File: src/common/afe_defines.svh
// Offsets, field positions, reset values and counts of the control bank
`ifndef AFE_DEFINES_SVH
`define AFE_DEFINES_SVH

// Serial word layout
`define AFE_ADDR_W 12
`define AFE_DATA_W 28
`define AFE_CNT_W 5
`define AFE_ADDR_LAST 5'd11
`define AFE_DATA_LAST 5'd27
`define AFE_ADDR_STEP 12'h001

// Register offsets
`define AFE_OFF_FRONTEND 12'h000
`define AFE_OFF_DOUT_CTRL 12'h001
`define AFE_OFF_SAMPLER_GAIN 12'h004
`define AFE_OFF_AMP_GAIN 12'h005
`define AFE_OFF_CLAMP_TARGET 12'h006

// Front-end control register
`define AFE_FE_W 15
`define AFE_FE_RESET 15'h0007
`define AFE_FE_MASK 15'h787f
`define AFE_STANDBY_MSB 1
`define AFE_STANDBY_LSB 0
`define AFE_BIT_CLAMP_ON 2
`define AFE_BIT_SETTLE_FAST 3
`define AFE_BIT_QUICK_RECLAMP 4
`define AFE_BIT_BLANK_SEL 5
`define AFE_BIT_RESTORE_BYP 6
`define AFE_SUBSEL_MSB 14
`define AFE_SUBSEL_LSB 11

// Data output control register
`define AFE_DC_W 4
`define AFE_DC_RESET 4'h8
`define AFE_BIT_TRISTATE 0
`define AFE_BIT_LATCH_BYP 1

// Frame-updated registers
`define AFE_SG_W 2
`define AFE_GAIN_W 10
`define AFE_SG_RESET 2'h1
`define AFE_AMP_RESET 10'h00f
`define AFE_CLAMP_RESET 10'h1ec

// Gain scaling in milli-dB
`define AFE_GAIN_BASE_MDB 16'h1770
`define AFE_GAIN_STEP_MDB 16'h0023
`define AFE_MDB_RESET 16'h197d

// Sampler gain in dB, two's complement
`define AFE_SG_DB_0 4'hd
`define AFE_SG_DB_1 4'h0
`define AFE_SG_DB_2 4'h3
`define AFE_SG_DB_3 4'h6

// Output word
`define AFE_DOUT_W 12

`endif

File: src/common/afe_pkg.sv
// Types shared by the control bank modules
package afe_pkg;

   // Serial receiver states
   typedef enum logic [1:0] {
      AFE_RX_IDLE = 2'b00,
      AFE_RX_ADDR = 2'b01,
      AFE_RX_DATA = 2'b10
   } afe_rx_state_t;

   // Frame-updated gain and clamp values
   typedef struct packed {
      logic [1:0] sampler;
      logic [9:0] amp;
      logic [9:0] clamp;
   } afe_frame_t;

endpackage

File: src/common/afe_wr_if.sv
// Completed register write from the serial receiver
`timescale 1ns/1ns
interface afe_wr_if;
   logic valid;
   logic [11:0] addr;
   logic [27:0] data;

   modport src (output valid, output addr, output data);
   modport dst (input valid, input addr, input data);
endinterface

File: src/rtl/afe_control_registers.sv
// Control register bank of the analog front end
//
// Functional notes
// RULE1: Host writes zeros into every unused upper bit of a data word.
// RULE2: Front-end bit 2 enables the optical-black clamp; resets to one.
// RULE3: Front-end bit 3 picks fast clamp settling; resets to zero.
// RULE4: Front-end bit 4 makes gain changes trigger a very fast re-clamp.
// RULE5: Front-end bit 5 blanks outputs to zero or to clamp level.
// RULE6: Front-end bit 6 bypasses input dc-restore during pixel blanking.
// RULE7: Front-end bits 14:11 pick one of sixteen substrate-count sources.
// RULE8: Output bit 0 tri-states the data outputs; resets to driven.
// RULE9: Output bit 1 makes the output latch transparent, else phase latched.
// RULE10: Ten-bit amplifier gain maps linearly, 6 to 42 dB, 0.035 dB steps.
// RULE11: Ten-bit clamp target, quarter-code steps, resets to 0x1ec.
// RULE12: Two-bit standby field, 0 normal, 1 to 3 standby; resets to 3.
// RULE13: Sampler gain codes 0 to 3 give -3, 0, +3, +6 dB; resets to 1.
// RULE14: Offsets 0x00 and 0x01 update when the last data bit arrives.
// RULE15: Offsets 0x04 to 0x06 wait pending until vertical sync falls.
// RULE16: Each write is a 12-bit address then 28-bit data, LSB first.
`timescale 1ns/1ns
`include "afe_defines.svh"
module afe_control_registers import afe_pkg::*; #(
   parameter int DOUT_W = `AFE_DOUT_W,
   parameter int SRC_N = 16
) (
   input wire logic i_clk,
   input wire logic i_reset_n,
   input wire logic i_serial_clk,
   input wire logic i_serial_data,
   input wire logic i_serial_load_n,
   input wire logic i_vsync,
   input wire logic i_pixel_blanking,
   input wire logic [SRC_N-1:0] i_substrate_sources,
   input wire logic [DOUT_W-1:0] i_adc_data,
   input wire logic i_dout_phase,
   output logic [1:0] o_standby_mode,
   output logic o_black_clamp_on,
   output logic o_clamp_settle_fast,
   output logic o_quick_reclamp,
   output logic o_dc_restore_en,
   output logic o_substrate_count_out,
   output logic [DOUT_W-1:0] o_dout,
   output logic o_dout_oe,
   output logic [1:0] o_sampler_gain,
   output logic [3:0] o_sampler_gain_db,
   output logic [9:0] o_amplifier_gain_code,
   output logic [15:0] o_amplifier_gain_mdb,
   output logic [9:0] o_black_level_target
);

   afe_wr_if wr_bus ();

   logic [14:0] fe_reg, fe_next;
   logic [3:0] dc_reg, dc_next;
   afe_frame_t pend_reg, pend_next;
   afe_frame_t appl_reg, appl_next;
   logic reclamp_reg, reclamp_next;
   logic sub_reg, sub_next;
   logic restore_reg, restore_next;
   logic [15:0] mdb_reg, mdb_next;
   logic [3:0] sg_db_reg, sg_db_next;
   logic vd_meta_reg;
   logic vd_sync_reg;
   logic vd_prev_reg;
   logic vd_fall;
   logic [3:0] sub_sel;

   // Serial port front end
   afe_serial_rx u_rx (
      .i_clk(i_clk),
      .i_reset_n(i_reset_n),
      .i_serial_clk(i_serial_clk),
      .i_serial_data(i_serial_data),
      .i_serial_load_n(i_serial_load_n),
      .wr(wr_bus.src)
   );

   // Vertical sync synchroniser and falling edge
   always_ff @(posedge i_clk or negedge i_reset_n) begin
      if (!i_reset_n) begin
         vd_meta_reg <= 1'b1;
         vd_sync_reg <= 1'b1;
         vd_prev_reg <= 1'b1;
      end else begin
         vd_meta_reg <= i_vsync;
         vd_sync_reg <= vd_meta_reg;
         vd_prev_reg <= vd_sync_reg;
      end
   end

   assign vd_fall = vd_prev_reg & ~vd_sync_reg;
   assign sub_sel = fe_reg[`AFE_SUBSEL_MSB:`AFE_SUBSEL_LSB];

   // Sampler gain code to dB
   function automatic logic [3:0] afe_sg_db(input logic [1:0] code);
      logic [3:0] db;
      db = `AFE_SG_DB_1;
      case (code)
         2'h0: db = `AFE_SG_DB_0;
         2'h1: db = `AFE_SG_DB_1;
         2'h2: db = `AFE_SG_DB_2;
         2'h3: db = `AFE_SG_DB_3;
         default: db = `AFE_SG_DB_1;
      endcase
      return db;
   endfunction

   // Register writes, frame transfer and quick re-clamp request
   always_comb begin
      fe_next = fe_reg;
      dc_next = dc_reg;
      pend_next = pend_reg;
      appl_next = appl_reg;
      reclamp_next = 1'b0;
      if (wr_bus.valid) begin
         case (wr_bus.addr)
            `AFE_OFF_FRONTEND: begin
               fe_next = wr_bus.data[14:0] & `AFE_FE_MASK; // RULE14
            end
            `AFE_OFF_DOUT_CTRL: begin
               dc_next = wr_bus.data[3:0]; // RULE14
            end
            `AFE_OFF_SAMPLER_GAIN: begin
               pend_next.sampler = wr_bus.data[1:0]; // RULE15
            end
            `AFE_OFF_AMP_GAIN: begin
               pend_next.amp = wr_bus.data[9:0]; // RULE15
            end
            `AFE_OFF_CLAMP_TARGET: begin
               pend_next.clamp = wr_bus.data[9:0]; // RULE15
            end
            default: begin
            end
         endcase
      end
      // A write in the sync cycle stays pending for the next frame
      if (vd_fall) begin
         appl_next = pend_reg; // RULE15
         reclamp_next = fe_reg[`AFE_BIT_QUICK_RECLAMP] &&
            (pend_reg.amp != appl_reg.amp); // RULE4
      end
   end

   // Derived outputs: substrate mux, dc-restore, gain scaling
   always_comb begin
      sub_next = i_substrate_sources[sub_sel]; // RULE7
      restore_next = ~(i_pixel_blanking &&
         fe_reg[`AFE_BIT_RESTORE_BYP]); // RULE6
      mdb_next = `AFE_GAIN_BASE_MDB +
         16'(appl_next.amp) * `AFE_GAIN_STEP_MDB; // RULE10
      sg_db_next = afe_sg_db(appl_next.sampler); // RULE13
   end

   // Register bank state
   always_ff @(posedge i_clk or negedge i_reset_n) begin
      if (!i_reset_n) begin
         fe_reg <= `AFE_FE_RESET;
         dc_reg <= `AFE_DC_RESET;
         pend_reg <= {`AFE_SG_RESET, `AFE_AMP_RESET, `AFE_CLAMP_RESET};
         appl_reg <= {`AFE_SG_RESET, `AFE_AMP_RESET, `AFE_CLAMP_RESET};
         reclamp_reg <= 1'b0;
         sub_reg <= 1'b0;
         restore_reg <= 1'b1;
         mdb_reg <= `AFE_MDB_RESET;
         sg_db_reg <= `AFE_SG_DB_1;
      end else begin
         fe_reg <= fe_next;
         dc_reg <= dc_next;
         pend_reg <= pend_next;
         appl_reg <= appl_next;
         reclamp_reg <= reclamp_next;
         sub_reg <= sub_next;
         restore_reg <= restore_next;
         mdb_reg <= mdb_next;
         sg_db_reg <= sg_db_next;
      end
   end

   // Output pins of the bank
   assign o_standby_mode = fe_reg[`AFE_STANDBY_MSB:`AFE_STANDBY_LSB]; // RULE12
   assign o_black_clamp_on = fe_reg[`AFE_BIT_CLAMP_ON]; // RULE2
   assign o_clamp_settle_fast = fe_reg[`AFE_BIT_SETTLE_FAST]; // RULE3
   assign o_quick_reclamp = reclamp_reg;
   assign o_dc_restore_en = restore_reg;
   assign o_substrate_count_out = sub_reg;
   assign o_sampler_gain = appl_reg.sampler;
   assign o_sampler_gain_db = sg_db_reg;
   assign o_amplifier_gain_code = appl_reg.amp;
   assign o_amplifier_gain_mdb = mdb_reg;
   assign o_black_level_target = appl_reg.clamp; // RULE11

   // Data output path
   afe_dout_stage #(
      .DOUT_W(DOUT_W)
   ) u_dout (
      .i_clk(i_clk),
      .i_reset_n(i_reset_n),
      .i_adc_data(i_adc_data),
      .i_pixel_blanking(i_pixel_blanking),
      .i_blank_sel(fe_reg[`AFE_BIT_BLANK_SEL]),
      .i_blank_level(appl_reg.clamp),
      .i_latch_bypass(dc_reg[`AFE_BIT_LATCH_BYP]),
      .i_tristate(dc_reg[`AFE_BIT_TRISTATE]),
      .i_dout_phase(i_dout_phase),
      .o_dout(o_dout),
      .o_dout_oe(o_dout_oe)
   );
endmodule

File: src/rtl/afe_serial_rx.sv
// Three-wire serial write receiver with address auto-increment
`timescale 1ns/1ns
`include "afe_defines.svh"
module afe_serial_rx import afe_pkg::*; (
   input wire logic i_clk,
   input wire logic i_reset_n,
   input wire logic i_serial_clk,
   input wire logic i_serial_data,
   input wire logic i_serial_load_n,
   afe_wr_if.src wr
);

   logic [2:0] meta_reg;
   logic [2:0] sync_reg;
   logic sck_prev_reg;
   logic sck_rise;
   logic sdi;
   logic load_n;
   afe_rx_state_t state_reg, state_next;
   logic [4:0] cnt_reg, cnt_next;
   logic [11:0] addr_reg, addr_next;
   logic [27:0] data_reg, data_next;
   logic valid_reg, valid_next;
   logic [11:0] out_addr_reg, out_addr_next;
   logic [27:0] out_data_reg, out_data_next;

   // Two-stage synchronisers for the pins, plus clock edge history
   always_ff @(posedge i_clk or negedge i_reset_n) begin
      if (!i_reset_n) begin
         meta_reg <= 3'h7;
         sync_reg <= 3'h7;
         sck_prev_reg <= 1'b1;
      end else begin
         meta_reg <= {i_serial_load_n, i_serial_data, i_serial_clk};
         sync_reg <= meta_reg;
         sck_prev_reg <= sync_reg[0];
      end
   end

   assign sck_rise = sync_reg[0] & ~sck_prev_reg;
   assign sdi = sync_reg[1];
   assign load_n = sync_reg[2];

   // Shift address then data words, LSB first; load high aborts
   always_comb begin
      state_next = state_reg;
      cnt_next = cnt_reg;
      addr_next = addr_reg;
      data_next = data_reg;
      valid_next = 1'b0;
      out_addr_next = out_addr_reg;
      out_data_next = out_data_reg;
      case (state_reg)
         AFE_RX_IDLE: begin
            cnt_next = 5'h00;
            if (!load_n) begin
               state_next = AFE_RX_ADDR;
            end
         end
         AFE_RX_ADDR: begin
            if (load_n) begin
               state_next = AFE_RX_IDLE;
            end else if (sck_rise) begin
               addr_next = {sdi, addr_reg[11:1]}; // RULE16
               if (cnt_reg == `AFE_ADDR_LAST) begin
                  state_next = AFE_RX_DATA;
                  cnt_next = 5'h00;
               end else begin
                  cnt_next = cnt_reg + 5'h01;
               end
            end
         end
         AFE_RX_DATA: begin
            if (load_n) begin
               state_next = AFE_RX_IDLE;
            end else if (sck_rise) begin
               data_next = {sdi, data_reg[27:1]}; // RULE16
               if (cnt_reg == `AFE_DATA_LAST) begin
                  valid_next = 1'b1; // RULE14
                  out_addr_next = addr_reg;
                  out_data_next = {sdi, data_reg[27:1]};
                  addr_next = addr_reg + `AFE_ADDR_STEP;
                  cnt_next = 5'h00;
               end else begin
                  cnt_next = cnt_reg + 5'h01;
               end
            end
         end
         default: begin
            state_next = AFE_RX_IDLE;
         end
      endcase
   end

   // Receiver state registers
   always_ff @(posedge i_clk or negedge i_reset_n) begin
      if (!i_reset_n) begin
         state_reg <= AFE_RX_IDLE;
         cnt_reg <= 5'h00;
         addr_reg <= 12'h000;
         data_reg <= 28'h0000000;
         valid_reg <= 1'b0;
         out_addr_reg <= 12'h000;
         out_data_reg <= 28'h0000000;
      end else begin
         state_reg <= state_next;
         cnt_reg <= cnt_next;
         addr_reg <= addr_next;
         data_reg <= data_next;
         valid_reg <= valid_next;
         out_addr_reg <= out_addr_next;
         out_data_reg <= out_data_next;
      end
   end

   assign wr.valid = valid_reg;
   assign wr.addr = out_addr_reg;
   assign wr.data = out_data_reg;
endmodule

File: src/rtl/afe_dout_stage.sv
// Data output path: blanking value, output latch and tri-state enable
`timescale 1ns/1ns
`include "afe_defines.svh"
module afe_dout_stage import afe_pkg::*; #(
   parameter int DOUT_W = `AFE_DOUT_W
) (
   input wire logic i_clk,
   input wire logic i_reset_n,
   input wire logic [DOUT_W-1:0] i_adc_data,
   input wire logic i_pixel_blanking,
   input wire logic i_blank_sel,
   input wire logic [9:0] i_blank_level,
   input wire logic i_latch_bypass,
   input wire logic i_tristate,
   input wire logic i_dout_phase,
   output logic [DOUT_W-1:0] o_dout,
   output logic o_dout_oe
);

   logic [DOUT_W-1:0] dout_reg, dout_next;
   logic oe_reg, oe_next;
   logic [DOUT_W-1:0] word;

   // Blanking replaces the sample with zero or the clamp level in codes
   always_comb begin
      word = i_adc_data;
      if (i_pixel_blanking) begin
         word = i_blank_sel ? DOUT_W'(i_blank_level[9:2]) : '0; // RULE5
      end
   end

   // Latch at the output phase, or follow every cycle when transparent
   always_comb begin
      dout_next = dout_reg;
      if (i_latch_bypass || i_dout_phase) begin
         dout_next = word; // RULE9
      end
      oe_next = ~i_tristate; // RULE8
   end

   // Output registers
   always_ff @(posedge i_clk or negedge i_reset_n) begin
      if (!i_reset_n) begin
         dout_reg <= '0;
         oe_reg <= 1'b0;
      end else begin
         dout_reg <= dout_next;
         oe_reg <= oe_next;
      end
   end

   assign o_dout = dout_reg;
   assign o_dout_oe = oe_reg;
endmodule

File: config.mk
export PLATFORM = sky130hd
export DESIGN_NAME = afe_control_registers
export DESIGN_NICKNAME = d
export VERILOG_FILES = /design/src/common/afe_pkg.sv /design/src/common/afe_wr_if.sv /design/src/rtl/afe_control_registers.sv /design/src/rtl/afe_serial_rx.sv /design/src/rtl/afe_dout_stage.sv
export VERILOG_INCLUDE_DIRS = /design/src /design/src/common
export SDC_FILE = /design/constraint.sdc
export NUM_CORES = 1
export LEC_CHECK = 0
export BUFFER_PORTS_ARGS = -buffer_cell sky130_fd_sc_hd__buf_2
export CAP_MARGIN = 20
export CELL_PAD_IN_SITES_DETAIL_PLACEMENT = 1
export CELL_PAD_IN_SITES_GLOBAL_PLACEMENT = 1
export CORE_ASPECT_RATIO = 1.25
export CORE_MARGIN = 2
export CORE_UTILIZATION = 51
export CTS_CLUSTER_DIAMETER = 30
export DETAILED_ROUTE_END_ITERATION = 7
export PLACE_DENSITY = 0.87
export SYNTH_ARGS = -nofsm -noshare
export SYNTH_HDL_FRONTEND = slang
export SYNTH_HIERARCHICAL = 1
export SYNTH_SLANG_ARGS = --single-unit
File: constraint.sdc
create_clock -name i_clk -period 11.05 [get_ports i_clk]
set_clock_uncertainty 0.2 [all_clocks]
set_input_delay 0.5525 -clock i_clk [delete_from_list [all_inputs] [get_ports i_clk]]
set_output_delay 0.5525 -clock i_clk [all_outputs]
set_load 0.005 [all_outputs]
==> results_dict.tcl <==
set metrics [dict create \
    startpoint_type "flop" \
    start_util_pct 52.0 \
    placed_cells 966 \
    grt_setup_unrepaired "no" \
    routabilityCongestion 0.843 \
    route.detailed.wl_per_inst_um 21.3 \
    syn_area_per_cell_um2 12.3 \
    run_status "complete, no violations" \
    most_common_library_cell_in_the_layout_ignoring_fill_and_taps "dfrtp_1" \
    cts_setup_buffers 0 \
    finalWorstPathRequiredPeriod_ns 5.19 \
    cts.clk_slew.worst_paths_ns 0.08 \
    antenna_left 0 \
    required_ns 11.16 \
    postCtsResizedCells 0 \
    power.ir.vdd_worst_mv 0.0792 \
    cp_cell_sequence "nand2b_1 > buf_4 > mux2i_1 > inv_1 > ha_1 > fa_1 > inv_1 > fa_1 > fa_1 > inv_1 > ha_1 > o21ai_0 > o21ai_1 > a2111oi_0 > or3_1 > xnor2_1" \
    largest_reg_flops 27 \
    number_of_antenna_violations_at_the_first_check_in_global_routing 0 \
    timing.critical_path.arrival_ns 5.30 \
    route.detailed.vias_per_inst 5.69 \
    remaining_drc_errors 0 \
    flow.area_growth_from_synthesis_pct 14.0 \
    io_pins 98 \
    classification_of_the_worst_setup_path "flop to flop" \
    core_region_area_um2 16100 \
    leakage_nw 4.81 \
    grt.overflow.total 0 \
    tightest_slew_ns 0.985 \
    detailedRoute.firstPassIterationCount 4 \
    power_density_nw_per_um2 150 \
    hold_viol_final 0 \
    netlist_instances 682 \
    tritoncts "built" \
    power.clock.fraction_pct 40.4 \
    mostFrequentLayoutCells "130 x dfrtp_1, 96 x buf_2, 85 x nand2_1, 62 x mux2_2" \
    grtUsageTotal_pct 25.7 \
    final_cell_area_um2 9560 \
    report.final.setup_viol 0 \
    combinational_share_of_power_pct 9.3 \
    cts_inserted_buffers 17 \
    power.switching_fraction_pct 28.2 \
    die_h_um 147 \
    critical_path.max_stage_delay_ns 0.52 \
    power.internal_mw 1.03 \
    final_nets 861 \
    p_total_mw 1.43 \
    clock_insertion_delay_worst_skew_ns 0.43 \
    drt_iter0_drc 293 \
    cts-htree-levels 4 \
    insertedDiodeCount 0 \
    net-switching-power_uw 405 \
    place_hpwl_mm 14.1 \
    port-buffer-count 97 \
    maxCapViolCount 0 \
    die_area_um2 17500 \
    setup-tns-final_ns 0 \
    grt_max_degree 108 \
    cell_with_the_biggest_individual_delay_on_the_critical_path "dfstp_2" \
    fmax_mhz 193 \
    final_cell_count_no_fill 1000 \
    cts.path.max_buffers 2 \
    ys.warnings.count 6 \
    grt_first_pass_wirelength_mm 34.8 \
    die-width_um 119 \
    dr_total_vias 5686 \
    dpl_cell_area_um2 8980 \
    synth.net_count 772 \
    slew_violations 0 \
    hold_path.class "input pin to flop" \
    std_cell_rows 52 \
    numClockSinks 174 \
    sequentialPowerShare_pct 50.3 \
    layout_worst_path_cycle_share_pct 46.9 \
    area_of_the_mapped_netlist_um2 8390 \
    slew_headroom_pct 34.4 \
    post_route_cells_drive_above_1_share_pct 35.7 \
    critical_path_peak_fanout 23 \
    wl_mm 21.3 \
    vias_in_the_first_global_route 6501 \
    fill_cells 1676 \
    critical_path.endpoint_type "flop" \
    finalCoreUtilization_pct 59.3 \
    cts.root.buffer_cell "clkbuf_16" \
]
[final timing paths]
| kind | start | end | slack, ns | depth (start not counted) |
|---|---|---|---|---|
| min reg2reg | vd_sync_reg | vd_prev_reg | 0.16 | 0 |
| max | vd_sync_reg | o_amplifier_gain_mdb[14] | 5.86 | 16 |
| min in group asynchronous | i_reset_n | o_amplifier_gain_mdb[7] | 0.07 | 1 |
| max in group asynchronous | i_reset_n | u_rx/data_reg[2] | 9.13 | 2 |
| min | i_serial_data | u_rx/meta_reg[1] | 0.02 | 1 |
| max reg2reg | vd_sync_reg | o_amplifier_gain_mdb[14] | 5.86 | 16 |
[layer usage]
layer | wire length (um) | global-route usage (%) | vias up
met5 | 0 | 0 | -
met2 | 11900 | 48.1 | 157
met3 | 735 | 5.05 | 43
li1 | - | - | 2526
met1 | 8120 | 28.6 | 2960
met4 | 507 | 9.70 | 0
[stage by stage]
step	worst slack, ns	hold slack [ns]
after global placement	6.37	0.147
final	5.86	0.0176
after floorplan	6.28	0.0569
after detailed placement	6.14	0.149
after global routing	5.63	0.00867
after CTS	5.90	0.00193
[critical path, delay by kind of cell, from the launching register on]
kind / cells / cell delay [ns]
AOI/OAI and AO/OA: 3 / 0.59
xor gates and xnor gates: 1 / 0.15
adders and majority gates: 5 / 2.10
buffers and inverters: 4 / 0.63
DFF: 1 / 0.52
muxes: 1 / 0.32
and+or+nand+nor: 2 / 0.52
[final cells by class]
class,instances,area [um2],share of cell area [%]
Clock inverter,14,124,1.30
Inverter,45,171,1.79
Tap cell,216,270,2.83
Timing Repair Buffer,103,542,5.67
Clock buffer,18,439,4.59
Sequential cell,174,4410,46.1
Multi-Input combinational cell,430,3610,37.7
[repair_timing]
action                                 CTS  global route
setup endpoints to repair                0             0
hold buffers                             0             2
endpoints found under the hold margin    0             2
[power by group through the flow]
stage	Sequential, mW	Combinational, mW	Clock [mW]
3_3_place_gp	0.723	0.119	0
6_report	0.721	0.134	0.580
3_5_place_dp	0.729	0.132	0
4_1_cts	0.717	0.134	0.592
2_1_floorplan	0.710	0.0954	0
5_1_grt	0.724	0.150	0.616
No activity file was read; power rests on OpenSTA's default activity.
